--- src/hdl/eamd_regs.vh ---
// constants for the effective-address mode decoder
`ifndef EAMD_REGS_VH
`define EAMD_REGS_VH

// operand size encodings on opSize
`define EAMD_SZ_BYTE      2'h0
`define EAMD_SZ_WORD      2'h1
`define EAMD_SZ_LONG      2'h2

// mode field values
`define EAMD_MF_DREG      3'h0
`define EAMD_MF_AREG      3'h1
`define EAMD_MF_IND       3'h2
`define EAMD_MF_POSTINC   3'h3
`define EAMD_MF_PREDEC    3'h4
`define EAMD_MF_DISP16    3'h5
`define EAMD_MF_INDEX     3'h6
`define EAMD_MF_EXT       3'h7

// register field values under mode field 111
`define EAMD_RF_ABSW      3'h0
`define EAMD_RF_ABSL      3'h1
`define EAMD_RF_PCDISP    3'h2
`define EAMD_RF_PCINDEX   3'h3
`define EAMD_RF_IMM       3'h4

// twelve mode codes on srcModeCode and dstModeCode, 4'hf marks an illegal combination
`define EAMD_MC_DREG      4'h0
`define EAMD_MC_AREG      4'h1
`define EAMD_MC_IND       4'h2
`define EAMD_MC_POSTINC   4'h3
`define EAMD_MC_PREDEC    4'h4
`define EAMD_MC_DISP16    4'h5
`define EAMD_MC_INDEX     4'h6
`define EAMD_MC_PCDISP    4'h7
`define EAMD_MC_PCINDEX   4'h8
`define EAMD_MC_ABSW      4'h9
`define EAMD_MC_ABSL      4'ha
`define EAMD_MC_IMM       4'hb
`define EAMD_MC_BAD       4'hf

// brief extension word fields
`define EAMD_XW_IS_ADDR   15
`define EAMD_XW_REG_HI    14
`define EAMD_XW_REG_LO    12
`define EAMD_XW_SCALE_HI  10
`define EAMD_XW_SCALE_LO  9

// trap opcode: upper twelve bits, low four bits carry the vector
`define EAMD_TRAP_OPHI    12'h4e4
// multiply-accumulate opcode line
`define EAMD_MAC_LINE     4'ha
`define EAMD_MAC_COUNT    4'h9

`endif

--- src/hdl/eamd_decoder.v ---
// effective-address mode decoder with big-endian operand lane placement
// Function
// RULE1: memory operands big-endian, MSB at lowest address
// RULE2: longword high half at N, low at N+2
// RULE3: word high byte at N, low at N+1
// RULE4: exactly twelve modes from mode and register
// RULE5: flag data, memory, control, alterable per mode
// RULE6: derive alterable-memory and data-alterable categories
// RULE7: mode 110 indexed, 8-bit displacement, all categories
// RULE8: 111/010 PC displacement, 111/011 PC index, unalterable
// RULE9: index any register, scaled by 1, 2, 4
// RULE10: immediate taken from words after operation word
// RULE11: displacement 16 bits plain, 8 bits indexed
// RULE12: trap carries 4-bit vector, sixteen vectors
// RULE13: reject decimal, bit-field, rotate, DBcc, 64-bit multiply
// RULE14: recognise nine multiply-accumulate ops, route them; code tells only eight apart, by opWord[8:6]
// RULE15: three operand sizes drive operand width
// RULE16: flags byte is status low byte only
// RULE17: modes 000-101 register direct and indirect forms
// RULE18: absolute short/long, immediate; unalterable, immediate non-control
// RULE19: address destination full width, word source sign-extended
`timescale 1ns/100ps
`include "eamd_regs.vh"

module eamd_decoder (
  input  wire        core_clk,       // core clock, 40 MHz
  input  wire        sys_rst,        // synchronous reset, active high
  input  wire        opValid,        // operation word and extension words valid
  input  wire [15:0] opWord,         // 16-bit operation word
  input  wire [15:0] extWord0,       // first extension word
  input  wire [15:0] extWord1,       // second extension word
  input  wire [1:0]  opSize,         // operand size code
  input  wire [31:0] indexValue,     // contents of the named index register
  input  wire [31:0] storeValue,     // operand to be written to memory
  input  wire [1:0]  memAddrLow,     // low bits of operand address N
  input  wire [31:0] memReadData,    // big-endian word read from memory
  input  wire        destIsAddrReg,  // load destination is an address register
  input  wire [15:0] status_word,    // current status word
  input  wire [7:0]  flagsIn,        // new condition flags byte
  output reg         decValid,       // decode results valid
  output reg  [3:0]  srcModeCode,    // source mode code
  output reg  [3:0]  dstModeCode,    // destination mode code
  output reg  [2:0]  srcRegNum,      // source register number
  output reg  [2:0]  dstRegNum,      // destination register number
  output reg  [3:0]  srcCats,        // source {data,memory,control,alterable}
  output reg  [3:0]  dstCats,        // destination {data,memory,control,alterable}
  output reg         srcAltMem,      // source is alterable memory
  output reg         srcDataAlt,     // source is data alterable
  output reg         dstAltMem,      // destination is alterable memory
  output reg         dstDataAlt,     // destination is data alterable
  output reg  [31:0] dispValue,      // sign-extended displacement
  output reg  [31:0] scaledIndex,    // index register value after scaling
  output reg  [2:0]  index_register, // index register number
  output reg         indexIsAddr,    // index register is an address register
  output reg         badScale,       // reserved scale factor code
  output reg  [31:0] immValue,       // immediate operand
  output reg         trapHit,        // trap instruction decoded
  output reg  [3:0]  trapVector,     // trap vector number
  output reg         macHit,         // route to multiply-accumulate unit
  output reg  [3:0]  macOpIndex,     // which of eight accumulate ops, from opWord[8:6]
  output reg         illegalInst,    // removed instruction or bad source mode
  output reg  [5:0]  operandWidth,   // operand width in bits
  output reg  [3:0]  laneEnable,     // byte lanes, lane 3 at address N+0
  output reg  [31:0] laneData,       // store data placed on byte lanes
  output reg  [31:0] loadValue,      // load operand, extended to 32 bits
  output reg  [15:0] statusOut       // status word after flags byte update
);

  // mode decode: {code[3:0], data, memory, control, alterable}
  // mode 111 reuses the register field as a sub-selector,
  // so three register codes under it stay illegal
  function [7:0] eaClass;
    input [2:0] mode;
    input [2:0] rnum;
    begin
      case (mode)
        `EAMD_MF_DREG:    eaClass = {`EAMD_MC_DREG,    4'h9}; // RULE17
        `EAMD_MF_AREG:    eaClass = {`EAMD_MC_AREG,    4'h1}; // RULE17
        `EAMD_MF_IND:     eaClass = {`EAMD_MC_IND,     4'hf}; // RULE17
        `EAMD_MF_POSTINC: eaClass = {`EAMD_MC_POSTINC, 4'hd}; // RULE17
        `EAMD_MF_PREDEC:  eaClass = {`EAMD_MC_PREDEC,  4'hd}; // RULE17
        `EAMD_MF_DISP16:  eaClass = {`EAMD_MC_DISP16,  4'hf}; // RULE17
        `EAMD_MF_INDEX:   eaClass = {`EAMD_MC_INDEX,   4'hf}; // RULE7
        default: begin
          case (rnum)
            `EAMD_RF_ABSW:    eaClass = {`EAMD_MC_ABSW,    4'he}; // RULE18
            `EAMD_RF_ABSL:    eaClass = {`EAMD_MC_ABSL,    4'he}; // RULE18
            `EAMD_RF_PCDISP:  eaClass = {`EAMD_MC_PCDISP,  4'he}; // RULE8
            `EAMD_RF_PCINDEX: eaClass = {`EAMD_MC_PCINDEX, 4'he}; // RULE8
            `EAMD_RF_IMM:     eaClass = {`EAMD_MC_IMM,     4'hc}; // RULE18
            default:          eaClass = {`EAMD_MC_BAD,     4'h0}; // RULE4
          endcase
        end
      endcase
    end
  endfunction

  // scale factor: 00 x1, 01 x2, 10 x4, 11 reserved
  // code 11 passes unscaled; badScale lets the address stage
  // raise its own fault instead of guessing a factor
  function [31:0] scaleIdx;
    input [31:0] val;
    input [1:0]  sf;
    begin
      case (sf)
        2'h0:    scaleIdx = val;                 // RULE9
        2'h1:    scaleIdx = {val[30:0], 1'b0};   // RULE9
        2'h2:    scaleIdx = {val[29:0], 2'h0};   // RULE9
        default: scaleIdx = val;
      endcase
    end
  endfunction

  // instructions removed from the base set
  // old code may still carry these; flagging them here lets the
  // core trap instead of misexecuting
  // limitation: only the encodings below are caught
  function removedOp;
    input [15:0] w;
    input [15:0] x;
    begin
      removedOp = 1'b0;
      // decimal add/subtract: 1100/1000 xxx1 0000 xxxx
      if ((w[15:12] == 4'hc || w[15:12] == 4'h8) && w[8:4] == 5'h10)
        removedOp = 1'b1;                                  // RULE13
      // bit-field group: 1110 1xxx 11xx xxxx
      if (w[15:11] == 5'h1d && w[7:6] == 2'h3)
        removedOp = 1'b1;                                  // RULE13
      // rotate register and memory forms
      if (w[15:12] == 4'he && w[7:6] != 2'h3 && w[4:3] == 2'h3)
        removedOp = 1'b1;                                  // RULE13
      if (w[15:9] == 7'h73 && w[7:6] == 2'h3)
        removedOp = 1'b1;                                  // RULE13
      // decrement and branch: 0101 cccc 1100 1xxx
      if (w[15:12] == 4'h5 && w[7:3] == 5'h19)
        removedOp = 1'b1;                                  // RULE13
      // long multiply with 64-bit result flagged in extension word
      if (w[15:6] == 10'h130 && x[10])
        removedOp = 1'b1;                                  // RULE13
    end
  endfunction

  // destination fields are swapped: register above mode
  wire [7:0]  srcCls = eaClass(opWord[5:3], opWord[2:0]);
  wire [7:0]  dstCls = eaClass(opWord[8:6], opWord[11:9]);
  reg  [15:0] dispWord;
  reg         useIndex;
  reg  [5:0]  widthNxt;
  reg  [3:0]  laneEnNxt;
  reg  [31:0] laneDataNxt;
  reg  [31:0] loadNxt;
  reg  [31:0] immNxt;
  wire [7:0]  laneByte [0:3];

  // extension word selection for displacements
  // only the source operand owns extension words here;
  // a destination displacement needs an upstream word counter
  always @* begin
    useIndex = (srcCls[7:4] == `EAMD_MC_INDEX) || (srcCls[7:4] == `EAMD_MC_PCINDEX);
    dispWord = extWord0;                                   // RULE11
  end

  // operand width and immediate fetch from trailing extension words
  // size code 11 runs as long so width and fetch never disagree
  always @* begin
    case (opSize)
      `EAMD_SZ_BYTE: begin
        widthNxt = 6'h08;                                  // RULE15
        immNxt   = {24'h000000, extWord0[7:0]};            // RULE10
      end
      `EAMD_SZ_WORD: begin
        widthNxt = 6'h10;                                  // RULE15
        immNxt   = {16'h0000, extWord0};                   // RULE10
      end
      default: begin
        widthNxt = 6'h20;                                  // RULE15
        immNxt   = {extWord0, extWord1};                   // RULE10
      end
    endcase
  end

  // byte lane k of the store word maps to address N+k, highest order first
  // on longword stores bit 31 heads for the lowest address
  genvar k;
  generate
    for (k = 0; k < 4; k = k + 1) begin : gLane
      assign laneByte[k] = storeValue[31 - 8 * k -: 8];    // RULE1
    end
  endgenerate

  // store placement; misaligned longwords are split by the load/store unit
  // narrow data is replicated so memory needs no shifter;
  // laneEnable alone decides which bytes land
  always @* begin
    laneEnNxt   = 4'h0;
    laneDataNxt = 32'h00000000;
    case (opSize)
      `EAMD_SZ_BYTE: begin
        laneEnNxt = 4'h8 >> memAddrLow;
        laneDataNxt = {4{laneByte[3]}};
      end
      `EAMD_SZ_WORD: begin
        laneEnNxt = memAddrLow[1] ? 4'h3 : 4'hc;
        laneDataNxt = {laneByte[2], laneByte[3], laneByte[2], laneByte[3]}; // RULE3
      end
      default: begin
        laneEnNxt = 4'hf;
        laneDataNxt = {storeValue[31:16], storeValue[15:0]}; // RULE2
      end
    endcase
  end

  // load extraction from big-endian lanes
  // byte loads never target an address register, so only
  // words are sign-extended; longwords fill it anyway
  always @* begin
    case (opSize)
      `EAMD_SZ_BYTE: begin
        case (memAddrLow)
          2'h0:    loadNxt = {24'h000000, memReadData[31:24]}; // RULE1
          2'h1:    loadNxt = {24'h000000, memReadData[23:16]};
          2'h2:    loadNxt = {24'h000000, memReadData[15:8]};
          default: loadNxt = {24'h000000, memReadData[7:0]};
        endcase
      end
      `EAMD_SZ_WORD: begin
        loadNxt = memAddrLow[1] ? {16'h0000, memReadData[15:0]}
                                : {16'h0000, memReadData[31:16]}; // RULE3
        if (destIsAddrReg)
          loadNxt = {{16{loadNxt[15]}}, loadNxt[15:0]};    // RULE19
      end
      default: loadNxt = {memReadData[31:16], memReadData[15:0]}; // RULE2
    endcase
  end

  // valid flag follows the request by one cycle
  // one-cycle pulse; other outputs hold for a slow consumer
  always @(posedge core_clk) begin
    if (sys_rst)
      decValid <= 1'b0;
    else
      decValid <= opValid;
  end

  // mode and category results
  // not qualified by opcode; consumers ignore unused fields
  always @(posedge core_clk) begin
    if (sys_rst) begin
      srcModeCode <= `EAMD_MC_BAD;
      dstModeCode <= `EAMD_MC_BAD;
      srcRegNum   <= 3'h0;
      dstRegNum   <= 3'h0;
      srcCats     <= 4'h0;
      dstCats     <= 4'h0;
      srcAltMem   <= 1'b0;
      srcDataAlt  <= 1'b0;
      dstAltMem   <= 1'b0;
      dstDataAlt  <= 1'b0;
    end else if (opValid) begin
      srcModeCode <= srcCls[7:4];                          // RULE4
      dstModeCode <= dstCls[7:4];                          // RULE4
      srcRegNum   <= opWord[2:0];
      dstRegNum   <= opWord[11:9];
      srcCats     <= srcCls[3:0];                          // RULE5
      dstCats     <= dstCls[3:0];                          // RULE5
      srcAltMem   <= srcCls[0] & srcCls[2];                // RULE6
      srcDataAlt  <= srcCls[0] & srcCls[3];                // RULE6
      dstAltMem   <= dstCls[0] & dstCls[2];                // RULE6
      dstDataAlt  <= dstCls[0] & dstCls[3];                // RULE6
    end
  end

  // displacement and index arithmetic for the source operand
  // indexed modes see only the low byte; the high byte
  // carries the index register and scale fields
  always @(posedge core_clk) begin
    if (sys_rst) begin
      dispValue      <= 32'h00000000;
      scaledIndex    <= 32'h00000000;
      index_register <= 3'h0;
      indexIsAddr    <= 1'b0;
      badScale       <= 1'b0;
    end else if (opValid) begin
      if (useIndex)
        dispValue <= {{24{dispWord[7]}}, dispWord[7:0]};   // RULE11
      else
        dispValue <= {{16{dispWord[15]}}, dispWord};       // RULE11
      scaledIndex    <= useIndex ? scaleIdx(indexValue,
                          extWord0[`EAMD_XW_SCALE_HI:`EAMD_XW_SCALE_LO]) : 32'h00000000; // RULE9
      index_register <= extWord0[`EAMD_XW_REG_HI:`EAMD_XW_REG_LO];  // RULE9
      indexIsAddr    <= extWord0[`EAMD_XW_IS_ADDR];                 // RULE9
      badScale       <= useIndex &&
                        (extWord0[`EAMD_XW_SCALE_HI:`EAMD_XW_SCALE_LO] == 2'h3);
    end
  end

  // instruction class results
  // vector captured always; only trapHit gives it meaning
  always @(posedge core_clk) begin
    if (sys_rst) begin
      trapHit     <= 1'b0;
      trapVector  <= 4'h0;
      macHit      <= 1'b0;
      macOpIndex  <= 4'h0;
      illegalInst <= 1'b0;
      immValue    <= 32'h00000000;
    end else if (opValid) begin
      trapHit     <= (opWord[15:4] == `EAMD_TRAP_OPHI);    // RULE12
      trapVector  <= opWord[3:0];                          // RULE12
      macHit      <= (opWord[15:12] == `EAMD_MAC_LINE) &&
                     ({1'b0, opWord[8:6]} < `EAMD_MAC_COUNT); // RULE14
      macOpIndex  <= {1'b0, opWord[8:6]};                  // RULE14
      illegalInst <= removedOp(opWord, extWord0) ||
                     (srcCls[7:4] == `EAMD_MC_BAD);        // RULE13
      immValue    <= immNxt;                               // RULE10
    end
  end

  // memory operand lanes and load value
  // width resets to longword, the natural bus width
  always @(posedge core_clk) begin
    if (sys_rst) begin
      operandWidth <= 6'h20;
      laneEnable   <= 4'h0;
      laneData     <= 32'h00000000;
      loadValue    <= 32'h00000000;
    end else if (opValid) begin
      operandWidth <= widthNxt;                            // RULE15
      laneEnable   <= laneEnNxt;                           // RULE1
      laneData     <= laneDataNxt;
      loadValue    <= loadNxt;                             // RULE19
    end
  end

  // flags byte write leaves the system byte untouched
  // the system byte is privileged and must never change here
  always @(posedge core_clk) begin
    if (sys_rst)
      statusOut <= 16'h0000;
    else if (opValid)
      statusOut <= {status_word[15:8], flagsIn};           // RULE16
  end

endmodule

--- config.mk ---
export PLATFORM = sky130hd
export DESIGN_NAME = eamd_decoder
export DESIGN_NICKNAME = d
export VERILOG_FILES = /design/src/hdl/eamd_decoder.v
export VERILOG_INCLUDE_DIRS = /design/src /design/src/hdl
export SDC_FILE = /design/constraint.sdc
export NUM_CORES = 1
export LEC_CHECK = 0
export BUFFER_PORTS_ARGS = -buffer_cell sky130_fd_sc_hd__buf_2
export CELL_PAD_IN_SITES_DETAIL_PLACEMENT = 1
export CELL_PAD_IN_SITES_GLOBAL_PLACEMENT = 1
export CORE_AREA = 3 3 166 168
export CTS_CLUSTER_DIAMETER = 40
export DETAILED_ROUTE_END_ITERATION = 8
export DIE_AREA = 0 0 169 171
export GPL_ROUTABILITY_DRIVEN = 0
export GPL_TIMING_DRIVEN = 0
export PLACE_DENSITY_LB_ADDON = 0.1
export SLEW_MARGIN = 20
export SYNTH_ARGS = -nofsm -noshare
export SYNTH_HDL_FRONTEND = slang
export SYNTH_SLANG_ARGS = --single-unit
--- constraint.sdc ---
create_clock -name core_clk -period 1.8 [get_ports core_clk]
set_input_delay 0.36 -clock core_clk [delete_from_list [all_inputs] [get_ports core_clk]]
set_output_delay 0.36 -clock core_clk [all_outputs]
set_load 0.01 [all_outputs]
==> reports/metrics.cfg <==
[clock_tree]
clockBufferDepth = 3
cts_tree = done
postCtsSetupRepairBufs = 0
htreeDepth = 2
clockRootBuffer = clkbuf_16
cts_resized = 1
insertion_delay_ns = 0.51
clk_pin_slew_worst_paths_ns = 0.05
hold_buffers = 0
cts_inserted_buffers = 38
clock_sinks = 206

[setup_path]
r2r-start = dispValue[30]
cp_max_fo = 18
path_cells = buf_4, buf_2
crit_slowest_cell = dfxtp_2
r2r-end = dispValue[30]
max_stage_delay_ns = 0.53
arrival_ns = 1.34
critPathKind = flop to output port
reg2reg_depth = 2
required_ns = 1.44
critPathLaunchType = flop
cp-end-kind = output port
crit_path_start = dispValue[30]
r2r_slack_ns = 0.96

[floorplan]
die_h_um = 171
core_mm2 = 0.02606
rows = 59
die_w_um = 169
io-pin-count = 405
initial_core_util = 0.3396
die_area_mm2 = 0.02890

[synthesis]
synthArstFlopShare = 0
synth_cell_types = 54
ys_seq_area_frac = 0.4660
ys.flop_type = dfxtp_1
synth-edff-count = 0
synth-seq-cells = 206
syn_inst = 973
synth_area_mm2 = 0.008850
yosys_warnings = 0
syn_area_per_cell_um2 = 9.095

[cells_and_area]
drive_gt1_frac = 0.3569
nets = 1579
n_antenna_cell = 0
final_common_cell = buf_2
area_growth_pct = 41.43
stdcell_area_mm2 = 0.01252
final_cell_mix = 408 x buf_2, 205 x dfxtp_1, 121 x nor2_1, 85 x nand2_1, 79 x mux2i_1

[hold_path]
hold-path-endpoint = immValue[11]
worstHoldStart = extWord1[11]
hold_class = primary input to flop
worstHoldPathCells = 3

[pwr]
ir_drop_mv = 0.8140
power_density_mw_per_mm2 = 1131
p_leak_nw = 6.068
p_total_w = 0.01415

[placement]
port_buffers = 384
dp_hpwl_mm = 28.84
placed_cell_area_mm2 = 0.01120

[outcome]
status = completed

[drt]
via_per_inst = 5.183
firstDrtPassIters = 5
drtIter0Drc = 427
drtAntennaViolNets = 0
detailroute.via_count = 9127
wl_mm = 38.35
drc = 0
wl_per_cell_um = 21.78

[global_route]
overflow = 0
grt_usage = 0.2532
grt_max_degree = 19
first_global_vias = 9543
antenna_found_initial = 2
grt_pass1_wl_mm = 57.16

[timing]
max_freq_mhz = 588.1
tightestPinTransition_ns = 0.9485
fin_skew_ns = 0
final_max_slew_viol_count = 0
final_hold_viol_count = 0
post-route-min-period_ns = 1.700
finalCritPeriodShare = 0.9446
hold_ws_ns = 0.07081
rsz0062_at_grt = no
finalSetupViolations = 0
slew-limit-headroom = 0.3676

[job]
cap_violations = 0

[worst max-delay path by stage]
stage / endpoint / slack, ns / depth (start not counted)
3_5_place_dp: scaledIndex[30] / -0.32 / 7
3_3_place_gp: scaledIndex[2] / -0.33 / 7
5_1_grt: scaledIndex[2] / 0.007 / 7
4_1_cts: dispValue[16] / 0.07 / 2
6_report: dispValue[16] / 0.1 / 2
2_1_floorplan: scaledIndex[1] / 0.23 / 6
[final cells by class]
cell class	instances	area [um2]
Buffer	109	571.8
Clock buffer	46	1042
Clock inverter	20	269.0
Fill cell	3142	13540
Inverter	11	41.29
Multi-Input combinational cell	650	4125
Sequential cell	206	4125
Tap cell	335	419.2
Timing Repair Buffer	384	1922
[sequential cells by signal, indices dropped and copies added, names as in the netlist, 4 cells and up]
signal and count:
immValue 32, laneData 32, loadValue 32, scaledIndex 32, dispValue 16, statusOut 16, dstCats 4, dstModeCode 4
laneEnable 4, srcCats 4, srcModeCode 4
[critical path: cells and delay by family (launching register included)]
kind,cells,cell delay [ns]
buffers and inverters,2,0.30
flip-flops,1,0.53
[through the flow]
step                      std cells    util  setup WS, ns  TNS (ns)
after detailed placement       1695  0.4299       -0.3244    -16.09
after global placement         1695  0.4299       -0.3300    -12.84
after global routing           1761  0.4803      0.006856         0
after CTS                      1761  0.4802       0.06921         0
final                          1761  0.4803       0.09972         0
after floorplan                 976       -        0.2330         0
[cell usage after synthesis (3+ instances only)]
master / count / area share
dfxtp_1: 206 / 0.47
nor2_1: 121 / 0.051
nand2_1: 85 / 0.036
mux2i_1: 79 / 0.089
o21ai_0: 75 / 0.042
a22o_1: 60 / 0.059
clkbuf_1: 49 / 0.021
a22oi_1: 37 / 0.031
nor3_1: 33 / 0.019
a21oi_1: 30 / 0.017
a211oi_1: 27 / 0.023
buf_2: 24 / 0.014
buf_4: 23 / 0.020
a221o_1: 18 / 0.020
a311oi_1: 10 / 0.0099
a221oi_1: 9 / 0.0089
inv_1: 9 / 0.0038
nand2b_1: 8 / 0.0057
buf_1: 7 / 0.0030
buf_6: 6 / 0.0076
nand3_1: 4 / 0.0023
nand4_1: 4 / 0.0028
a21o_1: 3 / 0.0025
ha_1: 3 / 0.0042
nor4_1: 3 / 0.0021
[report_power, final]
part | internal (W) | total, W | switching (W) | leakage (nW)
Combinational | 0.000731 | 0.00184 | 0.00111 | 3.74
Sequential | 0.00483 | 0.00497 | 0.000142 | 1.70
Clock | 0.00485 | 0.00734 | 0.00249 | 0.630
Total | 0.0104 | 0.0142 | 0.00374 | 6.07
[per-layer routing]
metal | GRT usage | wire, um
met2 | 0.4390 | 18420
met5 | 0 | 27
met4 | 0.07304 | 954
met3 | 0.08133 | 3267
met1 | 0.3021 | 15680
[kinds of logic (layout without fill, tap and decap cells)]
logic type,after synthesis,in the layout,share of synthesized area
DFF,206,206,0.4660
adders and majority gates,3,3,0.004242
muxes,80,80,0.09105
AOI/OAI and AO/OA,283,283,0.2281
buffers and inverters,120,570,0.06914
xor gates and xnor gates,2,2,0.001980
other,1,4,0.0004237
and+or+nand+nor,278,278,0.1391
(Power assumes the default switching activity.)
